<file path="src/include/rss_pkg.sv">
/*
  Shared constants and types for the regulator start-up sequencer:
  clock rate, derived cycle counts, reference scaling, boot targets and
  the state encodings of the sequencer and of the gate dead-time timer.
  Assumes a single 125 MHz clock; all analog decisions arrive as
  comparator levels already synchronous to that clock.
*/
package rss_pkg;

  // Clock period in picoseconds.
  localparam int CLK_PERIOD_PS = 8000;

  // Least times round up to whole cycles, never below one.
  function automatic int ceil_cycles(input int t_ps);
    int c;
    c = (t_ps + CLK_PERIOD_PS - 1) / CLK_PERIOD_PS;
    return (c < 1) ? 1 : c;
  endfunction

  // Switch-node blanking after the lower gate starts to fall.
  localparam int BLANK_TIME_NS       = 20;
  localparam int BLANK_CYCLES        = ceil_cycles(BLANK_TIME_NS * 1000);
  // Upper release delay after lower gate is low at zero current.
  localparam int ZERO_CUR_DELAY_NS   = 35;
  localparam int ZERO_CUR_CYCLES     = ceil_cycles(ZERO_CUR_DELAY_NS * 1000);
  localparam int DT_CNT_W            = 4;

  // Fixed delay before the output voltage may rise.
  localparam int RAMP_START_DELAY_US     = 100;
  localparam int RAMP_START_DELAY_CYCLES = ceil_cycles(RAMP_START_DELAY_US * 1000000);
  // Reference steps once per microsecond.
  localparam int RAMP_TICK_NS        = 1000;
  localparam int RAMP_TICK_CYCLES    = ceil_cycles(RAMP_TICK_NS * 1000);
  localparam int TICK_CNT_W          = 7;

  // Reference is held in quarter-millivolt units; 3.25 mV/us is 13 units.
  localparam int REF_W               = 14;
  localparam logic [REF_W-1:0] SLEW_STEP    = 14'h000D;
  localparam logic [REF_W-1:0] REF_RESET    = 14'h0000;
  // Boot targets picked by the captured data and clock levels.
  localparam logic [REF_W-1:0] BOOT_TARGET0 = 14'h1130;
  localparam logic [REF_W-1:0] BOOT_TARGET1 = 14'h0FA0;
  localparam logic [REF_W-1:0] BOOT_TARGET2 = 14'h0E10;
  localparam logic [REF_W-1:0] BOOT_TARGET3 = 14'h0C80;

  // Core phase count after reset and when no lane is strapped high.
  localparam logic [2:0] PHASES_DEFAULT = 3'h4;

  // Maps the captured two-bit boot code to a voltage target.
  function automatic logic [REF_W-1:0] boot_target(input logic [1:0] code);
    case (code)
      2'h0:    return BOOT_TARGET0;
      2'h1:    return BOOT_TARGET1;
      2'h2:    return BOOT_TARGET2;
      default: return BOOT_TARGET3;
    endcase
  endfunction

  typedef enum logic [2:0] {
    SEQ_SHUTDOWN    = 3'b000,
    SEQ_INIT        = 3'b001,
    SEQ_DETECT      = 3'b010,
    SEQ_START_DELAY = 3'b011,
    SEQ_RAMP        = 3'b100,
    SEQ_RUN         = 3'b101
  } rss_seq_state_type;

  typedef enum logic [2:0] {
    DT_OFF      = 3'b000,
    DT_LOW_ON   = 3'b001,
    DT_LOW_OFF  = 3'b010,
    DT_HIGH_ON  = 3'b011,
    DT_HIGH_OFF = 3'b100
  } rss_dt_state_type;

endpackage

</file>
<file path="src/include/rss_gate_if.sv">
/*
  Carrier between the sequencer and one dead-time timer: drive enable,
  modulator output and switch-node comparator levels in, gate drives out.
  Assumes both ends run on the same clock.
*/
`timescale 1ns/10ps
interface rss_gate_if;
  logic drive_en;
  logic pwm;
  logic sw_cross;
  logic lower_low;
  logic upper_near_sw;
  logic sw_below_rev;
  logic upper_gate_drive;
  logic lower_gate_drive;

  modport seq (
    output drive_en, pwm, sw_cross, lower_low, upper_near_sw, sw_below_rev,
    input  upper_gate_drive, lower_gate_drive
  );
  modport drv (
    input  drive_en, pwm, sw_cross, lower_low, upper_near_sw, sw_below_rev,
    output upper_gate_drive, lower_gate_drive
  );
endinterface

</file>
<file path="src/rtl/rss_deadtime.sv">
/*
  Adaptive dead-time timer for one upper/lower gate pair.
  Assumes comparator levels are synchronous to mclk and that the
  modulator output is a clean level from the PWM logic.
*/
`timescale 1ns/10ps
module rss_deadtime
  import rss_pkg::*;
(
  // Clock and reset.
  input wire logic mclk,
  input wire logic rst_n,
  // Gate channel.
  rss_gate_if.drv  gate
);

  rss_dt_state_type      state_reg;
  rss_dt_state_type      state_next;
  logic [DT_CNT_W-1:0]   blank_cnt_reg;
  logic [DT_CNT_W-1:0]   zero_cnt_reg;
  logic                  blank_done;
  logic                  zero_done;

  // Timer end conditions.
  assign blank_done = (blank_cnt_reg >= DT_CNT_W'(BLANK_CYCLES));
  assign zero_done  = (zero_cnt_reg >= DT_CNT_W'(ZERO_CUR_CYCLES));

  // Next gate state from modulator and comparators.
  always_comb
  begin
    state_next = state_reg;
    if (!gate.drive_en)
      state_next = DT_OFF;
    else
      case (state_reg)
        DT_OFF:      state_next = gate.pwm ? DT_LOW_OFF : DT_LOW_ON;
        DT_LOW_ON:   if (gate.pwm) state_next = DT_LOW_OFF;
        DT_LOW_OFF:
        begin
          if (!gate.pwm)
            state_next = DT_LOW_ON;
          else if (blank_done && gate.sw_cross)
            state_next = DT_HIGH_ON;
          else if (zero_done)
            state_next = DT_HIGH_ON;
        end
        DT_HIGH_ON:  if (!gate.pwm) state_next = DT_HIGH_OFF;
        DT_HIGH_OFF:
          if (gate.upper_near_sw || gate.sw_below_rev)
            state_next = DT_LOW_ON;
        default:     state_next = DT_OFF;
      endcase
  end

  // State register.
  always_ff @(posedge mclk)
    if (!rst_n)
      state_reg <= DT_OFF;
    else
      state_reg <= state_next;

  // Blanking and zero-current counters run only while the lower gate falls.
  always_ff @(posedge mclk)
    if (!rst_n || state_reg != DT_LOW_OFF)
    begin
      blank_cnt_reg <= '0;
      zero_cnt_reg  <= '0;
    end
    else
    begin
      if (!blank_done)
        blank_cnt_reg <= blank_cnt_reg + 1'b1;
      if (!gate.lower_low)
        zero_cnt_reg <= '0;
      else if (!zero_done)
        zero_cnt_reg <= zero_cnt_reg + 1'b1;
    end

  // Gate drives come straight from flip-flops.
  always_ff @(posedge mclk)
    if (!rst_n)
    begin
      gate.upper_gate_drive <= 1'b0;
      gate.lower_gate_drive <= 1'b0;
    end
    else
    begin
      gate.upper_gate_drive <= (state_next == DT_HIGH_ON);
      gate.lower_gate_drive <= (state_next == DT_LOW_ON);
    end

endmodule

</file>
<file path="src/rtl/rss_sequencer.sv">
/*
  Start-up sequencer for a dual-output buck controller: supply and
  enable gating, phase-count strapping, boot target capture, soft-start
  with pre-bias handling, power-good and adaptive gate dead time.
  Assumes every analog decision is a comparator level synchronous to mclk.
*/
`timescale 1ns/10ps
module rss_sequencer
  import rss_pkg::*;
#(
  parameter int unsigned START_DELAY_CYCLES = RAMP_START_DELAY_CYCLES
)
(
  // Clock and reset.
  input  wire logic             mclk,
  input  wire logic             rst_n,
  // Supply power-on-reset flags.
  input  wire logic             main_por_ok,
  input  wire logic             driver_supply_por_ok,
  input  wire logic             lower_drive_supply_por_ok,
  // Enable comparator, rising and falling thresholds.
  input  wire logic             en_above_rise,
  input  wire logic             en_above_fall,
  // Phase strapping.
  input  wire logic             lane2_sense_neg,
  input  wire logic             lane3_sense_neg,
  input  wire logic             lane4_sense_neg,
  // Boot code levels.
  input  wire logic             vid_serial_data,
  input  wire logic             vid_serial_clock,
  // Output feedback comparators.
  input  wire logic             core_feedback_node_above_ref,
  input  wire logic             secondary_rail_feedback_node_above_ref,
  input  wire logic             core_in_window,
  input  wire logic             secondary_rail_in_window,
  // Core gate channel sensing.
  input  wire logic             core_pwm,
  input  wire logic             core_sw_cross,
  input  wire logic             core_lower_low,
  input  wire logic             core_upper_near_sw,
  input  wire logic             core_sw_below_rev,
  // Secondary gate channel sensing.
  input  wire logic             secondary_rail_pwm,
  input  wire logic             secondary_rail_sw_cross,
  input  wire logic             secondary_rail_lower_low,
  input  wire logic             secondary_rail_upper_near_sw,
  input  wire logic             secondary_rail_sw_below_rev,
  // Gate drives.
  output logic                  core_upper_gate_drive,
  output logic                  core_lower_gate_drive,
  output logic                  secondary_rail_upper_gate_drive,
  output logic                  secondary_rail_lower_gate_drive,
  // References and configuration.
  output logic [REF_W-1:0]      core_target,
  output logic [REF_W-1:0]      secondary_rail_target,
  output logic [REF_W-1:0]      core_reference,
  output logic [REF_W-1:0]      secondary_rail_reference,
  output logic [2:0]            core_phase_count,
  output logic                  soft_start_active,
  // Open-drain power-good.
  output logic                  output_ok_flag_out,
  output logic                  output_ok_flag_oe_n
);

  rss_seq_state_type            state_reg;
  rss_seq_state_type            state_next;
  logic                         enable_reg;
  logic                         targets_valid_reg;
  logic [1:0]                   boot_code_reg;
  logic [31:0]                  delay_cnt_reg;
  logic [TICK_CNT_W-1:0]        tick_cnt_reg;
  logic                         tick;
  logic                         all_supplies_ok;
  logic                         drop;
  logic                         ramp_done;
  logic                         core_en_reg;
  logic                         sec_en_reg;
  logic                         pgood_release_reg;

  rss_gate_if core_gate ();
  rss_gate_if sec_gate ();

  // Steps a reference toward its target without passing it.
  function automatic logic [REF_W-1:0] step_toward(
    input logic [REF_W-1:0] cur,
    input logic [REF_W-1:0] tgt
  );
    logic [REF_W:0] sum;
    sum = {1'b0, cur} + {1'b0, SLEW_STEP};
    if (sum >= {1'b0, tgt})
      return tgt;
    return sum[REF_W-1:0];
  endfunction

  // Enable comparator; clears only below the lower threshold.
  // Hysteresis on enable.
  always_ff @(posedge mclk)
    if (!rst_n)
      enable_reg <= 1'b0;
    else if (en_above_rise)
      enable_reg <= 1'b1;
    else if (!en_above_fall)
      enable_reg <= 1'b0;

  // Supply and enable summary terms.
  // All supply flags needed.
  assign all_supplies_ok = main_por_ok && driver_supply_por_ok && lower_drive_supply_por_ok;
  assign drop = !all_supplies_ok || !enable_reg;

  // Sequencer next state.
  always_comb
  begin
    state_next = state_reg;
    case (state_reg)
      SEQ_SHUTDOWN:
        if (main_por_ok)
          state_next = SEQ_INIT;
      SEQ_INIT:
        if (!main_por_ok)
          state_next = SEQ_SHUTDOWN;
        else if (all_supplies_ok && enable_reg && targets_valid_reg)
          state_next = SEQ_DETECT;
      SEQ_DETECT:
        state_next = drop ? SEQ_SHUTDOWN : SEQ_START_DELAY;
      SEQ_START_DELAY:
        if (drop)
          state_next = SEQ_SHUTDOWN;
        else if (delay_cnt_reg == START_DELAY_CYCLES - 1)
          state_next = SEQ_RAMP;
      SEQ_RAMP:
        if (drop)
          state_next = SEQ_SHUTDOWN;
        else if (ramp_done)
          state_next = SEQ_RUN;
      SEQ_RUN:
        if (drop)
          state_next = SEQ_SHUTDOWN;
      default:
        state_next = SEQ_SHUTDOWN;
    endcase
  end

  // State register.
  always_ff @(posedge mclk)
    if (!rst_n)
      state_reg <= SEQ_SHUTDOWN;
    else
      state_reg <= state_next;

  // Boot code capture, held until enable falls or main supply resets.
  always_ff @(posedge mclk)
    if (!rst_n)
    begin
      targets_valid_reg <= 1'b0;
      boot_code_reg     <= 2'h0;
    end
    else if (!enable_reg || !main_por_ok)
      targets_valid_reg <= 1'b0;
    else if (state_reg == SEQ_INIT && !targets_valid_reg)
    begin
      targets_valid_reg <= 1'b1;
      boot_code_reg     <= {vid_serial_data, vid_serial_clock};
    end

  // Phase-count strapping, sampled once before soft-start.
  always_ff @(posedge mclk)
    if (!rst_n)
      core_phase_count <= PHASES_DEFAULT;
    else if (state_reg == SEQ_DETECT)
    begin
      if (lane4_sense_neg && lane3_sense_neg && lane2_sense_neg)
        core_phase_count <= 3'h1;
      else if (lane4_sense_neg && lane3_sense_neg)
        core_phase_count <= 3'h2;
      else if (lane4_sense_neg)
        core_phase_count <= 3'h3;
      else
        core_phase_count <= PHASES_DEFAULT;
    end

  // Start delay counter.
  always_ff @(posedge mclk)
    if (!rst_n || state_reg != SEQ_START_DELAY)
      delay_cnt_reg <= 32'h0000_0000;
    else
      delay_cnt_reg <= delay_cnt_reg + 32'h0000_0001;

  // One-microsecond slew tick while ramping.
  always_ff @(posedge mclk)
    if (!rst_n || state_reg != SEQ_RAMP)
      tick_cnt_reg <= '0;
    else if (tick)
      tick_cnt_reg <= '0;
    else
      tick_cnt_reg <= tick_cnt_reg + 1'b1;

  assign tick = (tick_cnt_reg == TICK_CNT_W'(RAMP_TICK_CYCLES - 1));

  // Target load at the start of soft-start.
  always_ff @(posedge mclk)
    if (!rst_n || state_reg == SEQ_SHUTDOWN)
    begin
      core_target           <= REF_RESET;
      secondary_rail_target <= REF_RESET;
    end
    else if (state_reg == SEQ_DETECT && state_next == SEQ_START_DELAY)
    begin
      core_target           <= boot_target(boot_code_reg);
      secondary_rail_target <= boot_target(boot_code_reg);
    end

  // Ramping references for both outputs.
  always_ff @(posedge mclk)
    if (!rst_n || state_reg == SEQ_SHUTDOWN || state_reg == SEQ_INIT)
    begin
      core_reference           <= REF_RESET;
      secondary_rail_reference <= REF_RESET;
    end
    else if (state_reg == SEQ_RAMP && tick)
    begin
      core_reference           <= step_toward(core_reference, core_target);
      secondary_rail_reference <= step_toward(secondary_rail_reference, secondary_rail_target);
    end

  // Ramp ends when both references reach their targets.
  assign ramp_done = (core_reference == core_target) && (secondary_rail_reference == secondary_rail_target);
  assign soft_start_active = (state_reg == SEQ_START_DELAY) || (state_reg == SEQ_RAMP);

  // Drive enables with pre-bias handling; once on they stay on until the sequencer leaves ramp or run.
  always_ff @(posedge mclk)
    if (!rst_n || (state_reg != SEQ_RAMP && state_reg != SEQ_RUN))
    begin
      core_en_reg <= 1'b0;
      sec_en_reg  <= 1'b0;
    end
    else if (state_reg == SEQ_RUN)
    begin
      core_en_reg <= 1'b1;
      sec_en_reg  <= 1'b1;
    end
    else
    begin
      if (!core_feedback_node_above_ref)
        core_en_reg <= 1'b1;
      if (!secondary_rail_feedback_node_above_ref)
        sec_en_reg <= 1'b1;
    end

  // Power-good release; pin is pulled low otherwise.
  always_ff @(posedge mclk)
    if (!rst_n)
      pgood_release_reg <= 1'b0;
    else
      pgood_release_reg <= (state_reg == SEQ_RUN) && core_in_window && secondary_rail_in_window;

  assign output_ok_flag_out  = 1'b0;
  assign output_ok_flag_oe_n = pgood_release_reg;

  // Core gate channel hookup.
  assign core_gate.drive_en      = core_en_reg;
  assign core_gate.pwm           = core_pwm;
  assign core_gate.sw_cross      = core_sw_cross;
  assign core_gate.lower_low     = core_lower_low;
  assign core_gate.upper_near_sw = core_upper_near_sw;
  assign core_gate.sw_below_rev  = core_sw_below_rev;
  assign core_upper_gate_drive   = core_gate.upper_gate_drive;
  assign core_lower_gate_drive   = core_gate.lower_gate_drive;

  // Secondary gate channel hookup.
  assign sec_gate.drive_en                = sec_en_reg;
  assign sec_gate.pwm                     = secondary_rail_pwm;
  assign sec_gate.sw_cross                = secondary_rail_sw_cross;
  assign sec_gate.lower_low               = secondary_rail_lower_low;
  assign sec_gate.upper_near_sw           = secondary_rail_upper_near_sw;
  assign sec_gate.sw_below_rev            = secondary_rail_sw_below_rev;
  assign secondary_rail_upper_gate_drive  = sec_gate.upper_gate_drive;
  assign secondary_rail_lower_gate_drive  = sec_gate.lower_gate_drive;

  // Dead-time timers.
  rss_deadtime u_core_dt
  (
    .mclk (mclk),
    .rst_n(rst_n),
    .gate (core_gate)
  );

  rss_deadtime u_sec_dt
  (
    .mclk (mclk),
    .rst_n(rst_n),
    .gate (sec_gate)
  );

endmodule

</file>
<file path="config.mk">
export PLATFORM = sky130hd
export DESIGN_NAME = rss_sequencer
export DESIGN_NICKNAME = d
export VERILOG_FILES = /design/src/include/rss_pkg.sv /design/src/include/rss_gate_if.sv /design/src/rtl/rss_deadtime.sv /design/src/rtl/rss_sequencer.sv
export SDC_FILE = /design/constraint.sdc
export NUM_CORES = 1
export LEC_CHECK = 0
export BUFFER_PORTS_ARGS = -buffer_cell sky130_fd_sc_hd__buf_2
export CAP_MARGIN = 0
export CORE_ASPECT_RATIO = 0.9
export CORE_MARGIN = 3
export CORE_UTILIZATION = 62
export DETAILED_ROUTE_END_ITERATION = 8
export PLACE_DENSITY = 0.94
export SYNTH_ARGS = -nofsm -noshare
export SYNTH_HDL_FRONTEND = slang
export SYNTH_HIERARCHICAL = 1
export SYNTH_SLANG_ARGS = --single-unit
</file>
<file path="constraint.sdc">
create_clock -name mclk -period 6.54 [get_ports mclk]
set_input_delay 0.654 -clock mclk [delete_from_list [all_inputs] [get_ports mclk]]
set_output_delay 0.654 -clock mclk [all_outputs]
set_load 0.01 [all_outputs]
</file>
==> results.toml, run 1 <==
[clock_tree]
clk_root_buf = "clkbuf_16"
path_clk_slew_ns = 0.07
clock_path_buffers = 2
tritoncts = "built"
cts-htree-levels = 3
worstSkewPairLatency_ns = 0.35
numCtsBuffers = 9
cts_num_sinks = 112
post_cts.resized_instances = 0
holdBufCountCts = 0
cts_setup_buffers = 0

[critical_path]
ff2ff_path_depth = 12
rrSetupSlack_ns = 2.46
critPathMaxFanout = 11
timing.critical_path.from = "core_reference[1]"
worstReg2RegEnd = "core_reference[8]"
worstPathRequired_ns = 6.79
arrival_ns = 4.33
reg2reg_from = "core_reference[1]"
cp-end-kind = "flip-flop"
critical_path_class = "flip-flop to flip-flop"
critPathLaunchType = "flip-flop"

[power]
worst_ir_drop_vdd_v = 0.0001517
static-leakage-power_nw = 2.707
total_power_mw = 1.270
power_per_cell_area_mw_per_mm2 = 183.6

[layout]
largest_reg_flops = 32
filler_cell_count = 730
final_cell_utilization_of_the_core_pct = 70.40
final-instance-count-excl-fill = 939
final_area_sq_mm = 0.006918
num_antenna_cells = 0
areaGrowthSynthToFinish_pct = 9.096
nets = 870
share_of_post_route_cells_with_drive_strength_above_1_pct = 15.01

[global_route]
grt.total_usage_pct = 24.43
antenna_violations_before_repair = 0
grt_first_pass_wirelength_um = 23430
gr-total-overflow = 0
vias_in_the_first_global_route = 5180
grt_max_degree = 36

[yosys]
synth-async-reset-ratio_pct = 0
synthesized_flop_and_latch_total = 112
synth_cells = 757
post_synth_instance_area_sq_mm = 0.006341
synthDominantAreaCellType = "dfxtp_1"
synth_area_leaders = "dfxtp_1 35%, ha_1 7.1%, nand3_1 5.4%"
synth-main-ff-cell = "dfxtp_1"
synth.yosys.seq_area_share_pct = 35.36
synth_top_area_share_pct = 35.36
syn_avg_cell_area_sq_um = 8.377
synth.cells.most_frequent = "112 x dfxtp_1, 90 x nor2_1, 68 x nand3_1, 56 x nand2_1, 36 x ha_1"
synth_most_common_cell = "dfxtp_1"
post_synth_num_cell_types = 68
synth-edff-count = 0
synth_warnings = 6

[route]
first_iter_violations = 532
dr_total_vias = 5622
first_pass_iters = 5
avgViaCountPerCell = 5.987
antenna_violating_nets_left = 0
drc_errors = 0
routed_wire_length_per_instance_um = 15.16
wirelength_um = 14240

[placement]
detailedPlacementHpwl_um = 10020
gp_congestion = 0.9389
dp_cells = 923
placedInstanceArea_sq_mm = 0.006614
i_o_buffers = 78

[worst_hold_path]
hold_path_startpoint = "secondary_rail_feedback_node_above_ref"
holdPathStages = 2
worstHoldPathType = "primary input to flip-flop"
whs_endpoint = "sec_en_reg"

[sta]
min_period_over_period_pct = 62.33
fin_skew_ns = 0.006553
fin_tns_setup_ns = 0
grt_setup_unrepaired = "no"
timing.final.max_slew_violations = 0
tightest_slew_ns = 1.192
final_hold_viol_count = 0
peak_freq_mhz = 245.3
finalSetupViolCount = 0
max_slew_margin_pct = 20.28
timing.final.crit_period_ns = 4.076

[flow_run]
max_cap_violations = 0

[die]
die_w_um = 112.6
initial_core_util_pct = 64.53
dieArea_sq_mm = 0.01148
placementRows = 34
coreArea_sq_mm = 0.009827
die_h_um = 101.9
floorplan.io_pins = 92

[run_status]
run_status = "completed"
[worst max-delay path, stage by stage, from the launching register on]
cell and delay, ns:
dfxtp_1 0.42, ha_1 0.30, o31ai_1 0.13, nor2_1 0.36, nand3_1 0.15, xnor2_1 0.25
ha_1 0.29, a21o_1 0.19, a2111oi_0 0.43, o211ai_1 0.22, a21oi_1 0.80, mux2i_1 0.19
a31o_2 0.25
[kinds of logic after synthesis]
logic type | Yosys count | share of synthesized area [%]
xor+xnor | 60 | 8.287
flops | 112 | 35.36
buf+inv | 79 | 6.985
mux | 16 | 2.585
other cells | 1 | 0.05914
fa+ha+maj | 36 | 7.103
simple gates | 349 | 28.35
compound gates | 104 | 11.27
[cell type report]
class | count | area (sq um) | area share, %
clock buffers | 9 | 225.2 | 3.256
flip-flops and latches | 112 | 2242 | 32.41
well taps | 126 | 157.7 | 2.279
clock inverters | 7 | 78.83 | 1.139
repair buffers | 80 | 405.4 | 5.860
multi-input cells | 578 | 3707 | 53.59
inverters | 27 | 101.3 | 1.465
[through the flow]
step | setup slack, ns | hold WS [ns]
final | 2.464 | 0.4724
after global routing | 2.207 | 0.4602
after CTS | 2.550 | 0.4673
after detailed placement | 2.652 | 0.4623
after global placement | 2.899 | 0.4556
after floorplan | 3.515 | 0.4411
[worst max path at each step]
stage | slack [ns] | to | depth (start not counted)
6_report | 2.46 | core_reference[8] | 12
5_1_grt | 2.21 | core_reference[8] | 12
4_1_cts | 2.55 | core_reference[8] | 12
3_5_place_dp | 2.65 | core_reference[8] | 12
3_3_place_gp | 2.90 | core_reference[8] | 12
2_1_floorplan | 3.51 | core_reference[9] | 12
[layer usage]
metal / vias up / share of wire [%] / track usage, % / routed length (um)
li1: 2749 / - / - / -
met1: 2633 / 43 / 31.28 / 6071
met2: 213 / 49 / 40.85 / 6934
met3: 27 / 7.0 / 5.506 / 1000
met4: 0 / 1.6 / 8.872 / 230
met5: - / 0 / 0 / 0
[report_power, final]
part	leakage, nW	switching (mW)	internal, mW
sequential	0.902	0.00170	0.682
combinational	1.66	0.0140	0.00973
clock	0.144	0.261	0.301
total	2.71	0.277	0.993
[cells in the final DEF (no fill, tap or decap), types with 15 or more instances in the layout]
cell	netlist	final
buf_2	6	78
nand3_1	68	68
o21ai_0	16	16
nor2_1	90	90
ha_1	36	36
dfxtp_1	112	112
xnor2_1	25	25
nand4_1	17	17
and3_1	15	15
xor2_1	35	35
inv_1	27	27
nand2_1	56	56
a21oi_1	32	32
nor3_1	25	25
(Power assumes the default switching activity.)
==> inputs of run 2 (changes only) <==
Settings changed: ABC_AREA set to 1, CORE_UTILIZATION 62 to 58, PLACE_DENSITY 0.94 to 0.88.
Clock period 6.54 ns to 3.8 ns, I/O delays scaled along.
==> run 2 against run 1 <==
- clock-buffer cell count rose by 5
- first-iteration DRC count fell by 4.1%
- routed wire length rose by 7.8%
- critical path type unchanged
- critical endpoint is now secondary_rail_reference[9]
==> results.toml, run 2 <==
[die]
die_h_um = 107.8
initial_core_util_pct = 60.53
die_w_um = 119.1
coreArea_sq_mm = 0.01104
placementRows = 36
floorplan.io_pins = 92
dieArea_sq_mm = 0.01284

[yosys]
synthDominantAreaCellType = "dfxtp_1"
synthesized_flop_and_latch_total = 112
synth_most_common_cell = "nand2_1"
synth_area_leaders = "dfxtp_1 34%, nand2_1 10%, ha_1 6.7%"
synth_warnings = 6
synth-edff-count = 0
post_synth_instance_area_sq_mm = 0.006680
syn_avg_cell_area_sq_um = 7.114
synth-async-reset-ratio_pct = 0
synth_cells = 939
synth-main-ff-cell = "dfxtp_1"
post_synth_num_cell_types = 47
synth.yosys.seq_area_share_pct = 33.56
synth_top_area_share_pct = 33.56
synth.cells.most_frequent = "181 x nand2_1, 112 x dfxtp_1, 111 x inv_1, 101 x nor2_1, 80 x a21oi_1"

[critical_path]
critical-path-slowest-cell = "dfxtp_1"
arrival_ns = 3.03
cp-end-kind = "flip-flop"
path_cells = "ha_1 -> inv_1 -> nand2_2 -> nand2_2 -> nor2_4 -> nand3_1 -> xor2_1 -> inv_1 -> ha_1 -> a21o_1 -> nand3b_1 -> nor2_4 -> nand2_4 -> nand2_1 -> nand3_1 -> a21oi_1"
worstPathRequired_ns = 4.07
crit_path_max_incr_delay_ns = 0.40
path_delay_family = "simple AND/OR/NAND/NOR gates"
critPathLaunchType = "flip-flop"
critical_path_class = "flip-flop to flip-flop"
critPathBufInv = 2
critPathMaxFanout = 8

[power]
power_per_cell_area_mw_per_mm2 = 305.7
worst_ir_drop_vdd_v = 0.0003046
static-leakage-power_nw = 3.275

[layout]
areaGrowthSynthToFinish_pct = 11.05
filler_cell_count = 912
num_antenna_cells = 0
commonest_non_fill_non_tap_cells_in_the_layout = "181 x nand2_1, 112 x dfxtp_1, 111 x inv_1, 101 x nor2_1, 80 x a21oi_1"
layout.cells.most_common = "nand2_1"
share_of_post_route_cells_with_drive_strength_above_1_pct = 16.63
final_cell_utilization_of_the_core_pct = 67.22
largest_reg_flops = 32
nets = 1067
final_area_sq_mm = 0.007418

[sta]
timing.final.crit_period_ns = 2.766
final_hold_viol_count = 0
fin_tns_setup_ns = 0
postLayoutSetupSlackWorst_ns = 1.034
timing.final.max_slew_violations = 0
finalSetupViolCount = 0
peak_freq_mhz = 361.5
tightest_slew_ns = 0.7374
min_period_over_period_pct = 72.79
max_slew_margin_pct = 50.66
fin_skew_ns = 0.007702
grt_setup_unrepaired = "no"

[placement]
i_o_buffers = 78
gp_congestion = 0.9137
detailedPlacementHpwl_um = 11300
placedInstanceArea_sq_mm = 0.007084
place_worst_setup_slack_ns = 1.064

[clock_tree]
cts_setup_buffers = 0
path_clk_slew_ns = 0.07
holdBufCountCts = 0
cts-htree-levels = 3
clock_path_buffers = 2
tritoncts = "built"
clk_root_buf = "clkbuf_16"
worstSkewPairLatency_ns = 0.35
cts_num_sinks = 112
numCtsBuffers = 9
post_cts.resized_instances = 0

[run_status]
run_status = "completed"

[global_route]
grt_first_pass_wirelength_um = 25510
grt_max_degree = 26
grt.total_usage_pct = 23.84
gr-total-overflow = 0
vias_in_the_first_global_route = 5711
antenna_violations_before_repair = 0

[route]
antenna_violating_nets_left = 0
first_pass_iters = 5
drc_errors = 0
avgViaCountPerCell = 5.357
routed_wire_length_per_instance_um = 13.20
wirelength_um = 15340
first_iter_violations = 510
dr_total_vias = 6225

[worst_hold_path]
worstHoldPathType = "primary input to flip-flop"

[flow_run]
max_cap_violations = 0
-- run 2: cell types whose count changed in the layout (fill, tap and decap cells not counted), sizes merged, moves of 13 or more --
cell   previous run  this run
nand2            56       201
inv              29       123
a21oi            32        83
nor2             90       123
xnor2            25         7
mux2i            13         0
o21ai            18        31
xor2             35        22
-- run 2: cell type report --
class / count / area [sq um] / area share, %
flip-flops and latches: 112 / 2242 / 30.22
repair buffers: 80 / 405.4 / 5.465
multi-input cells: 676 / 3769 / 50.80
clock inverters: 2 / 60.06 / 0.8096
well taps: 152 / 190.2 / 2.564
clock buffers: 14 / 274.0 / 3.694
inverters: 126 / 478.0 / 6.443
-- run 2: worst paths after layout --
check	start	endpoint	depth (start not counted)	slack, ns
worst max-delay path	secondary_rail_reference[1]	secondary_rail_reference[9]	16	1.03
worst min-delay path	core_feedback_node_above_ref	core_en_reg	2	0.22
worst max register to register	secondary_rail_reference[1]	secondary_rail_reference[9]	16	1.03
worst min register to register	u_core_dt/blank_cnt_reg[2]	u_core_dt/blank_cnt_reg[2]	2	0.44
-- run 2: per-stage QoR --
| step | total power, mW | hold slack, ns | std cells |
|---|---|---|---|
| after floorplan | 1.236 | 0.4184 | 951 |
| after CTS | 2.283 | 0.2162 | 1162 |
| after global placement | 1.249 | 0.4274 | 1146 |
| after global routing | 2.328 | 0.2326 | 1162 |
| after detailed placement | 1.249 | 0.4326 | 1146 |
| final | 2.268 | 0.2233 | 1162 |
-- run 2: cells by family (layout without fill, tap and decap cells) --
logic type               after synthesis  count (layout)  share of synthesized area (%)
AO/OA/AOI/OAI                        142             142                          12.12
buffers and inverters                163             222                          10.69
XOR/XNOR                              29              29                          3.802
other                                  1              13                        0.05614
adder cells (fa/ha/maj)               36              36                          6.743
AND/OR/NAND/NOR                      456             456                          33.02
flip-flops                           112             112                          33.56
-- run 2: metal layers --
metal / track usage, % / vias to the layer above / wire length [um] / part of all wire [%]
met5: 0 / - / 0 / 0
met4: 7.279 / 0 / 329 / 2.1
met3: 5.465 / 26 / 1033 / 6.7
met2: 41.15 / 212 / 7200 / 47
met1: 29.67 / 2835 / 6777 / 44
li1: - / 3152 / - / -
-- run 2: where the power goes --
group / internal, mW / leakage, nW / total [mW] / switching (mW)
clock network: 0.633 / 0.163 / 1.05 / 0.413
registers: 1.17 / 0.902 / 1.18 / 0.00136
logic: 0.0148 / 2.21 / 0.0459 / 0.0311
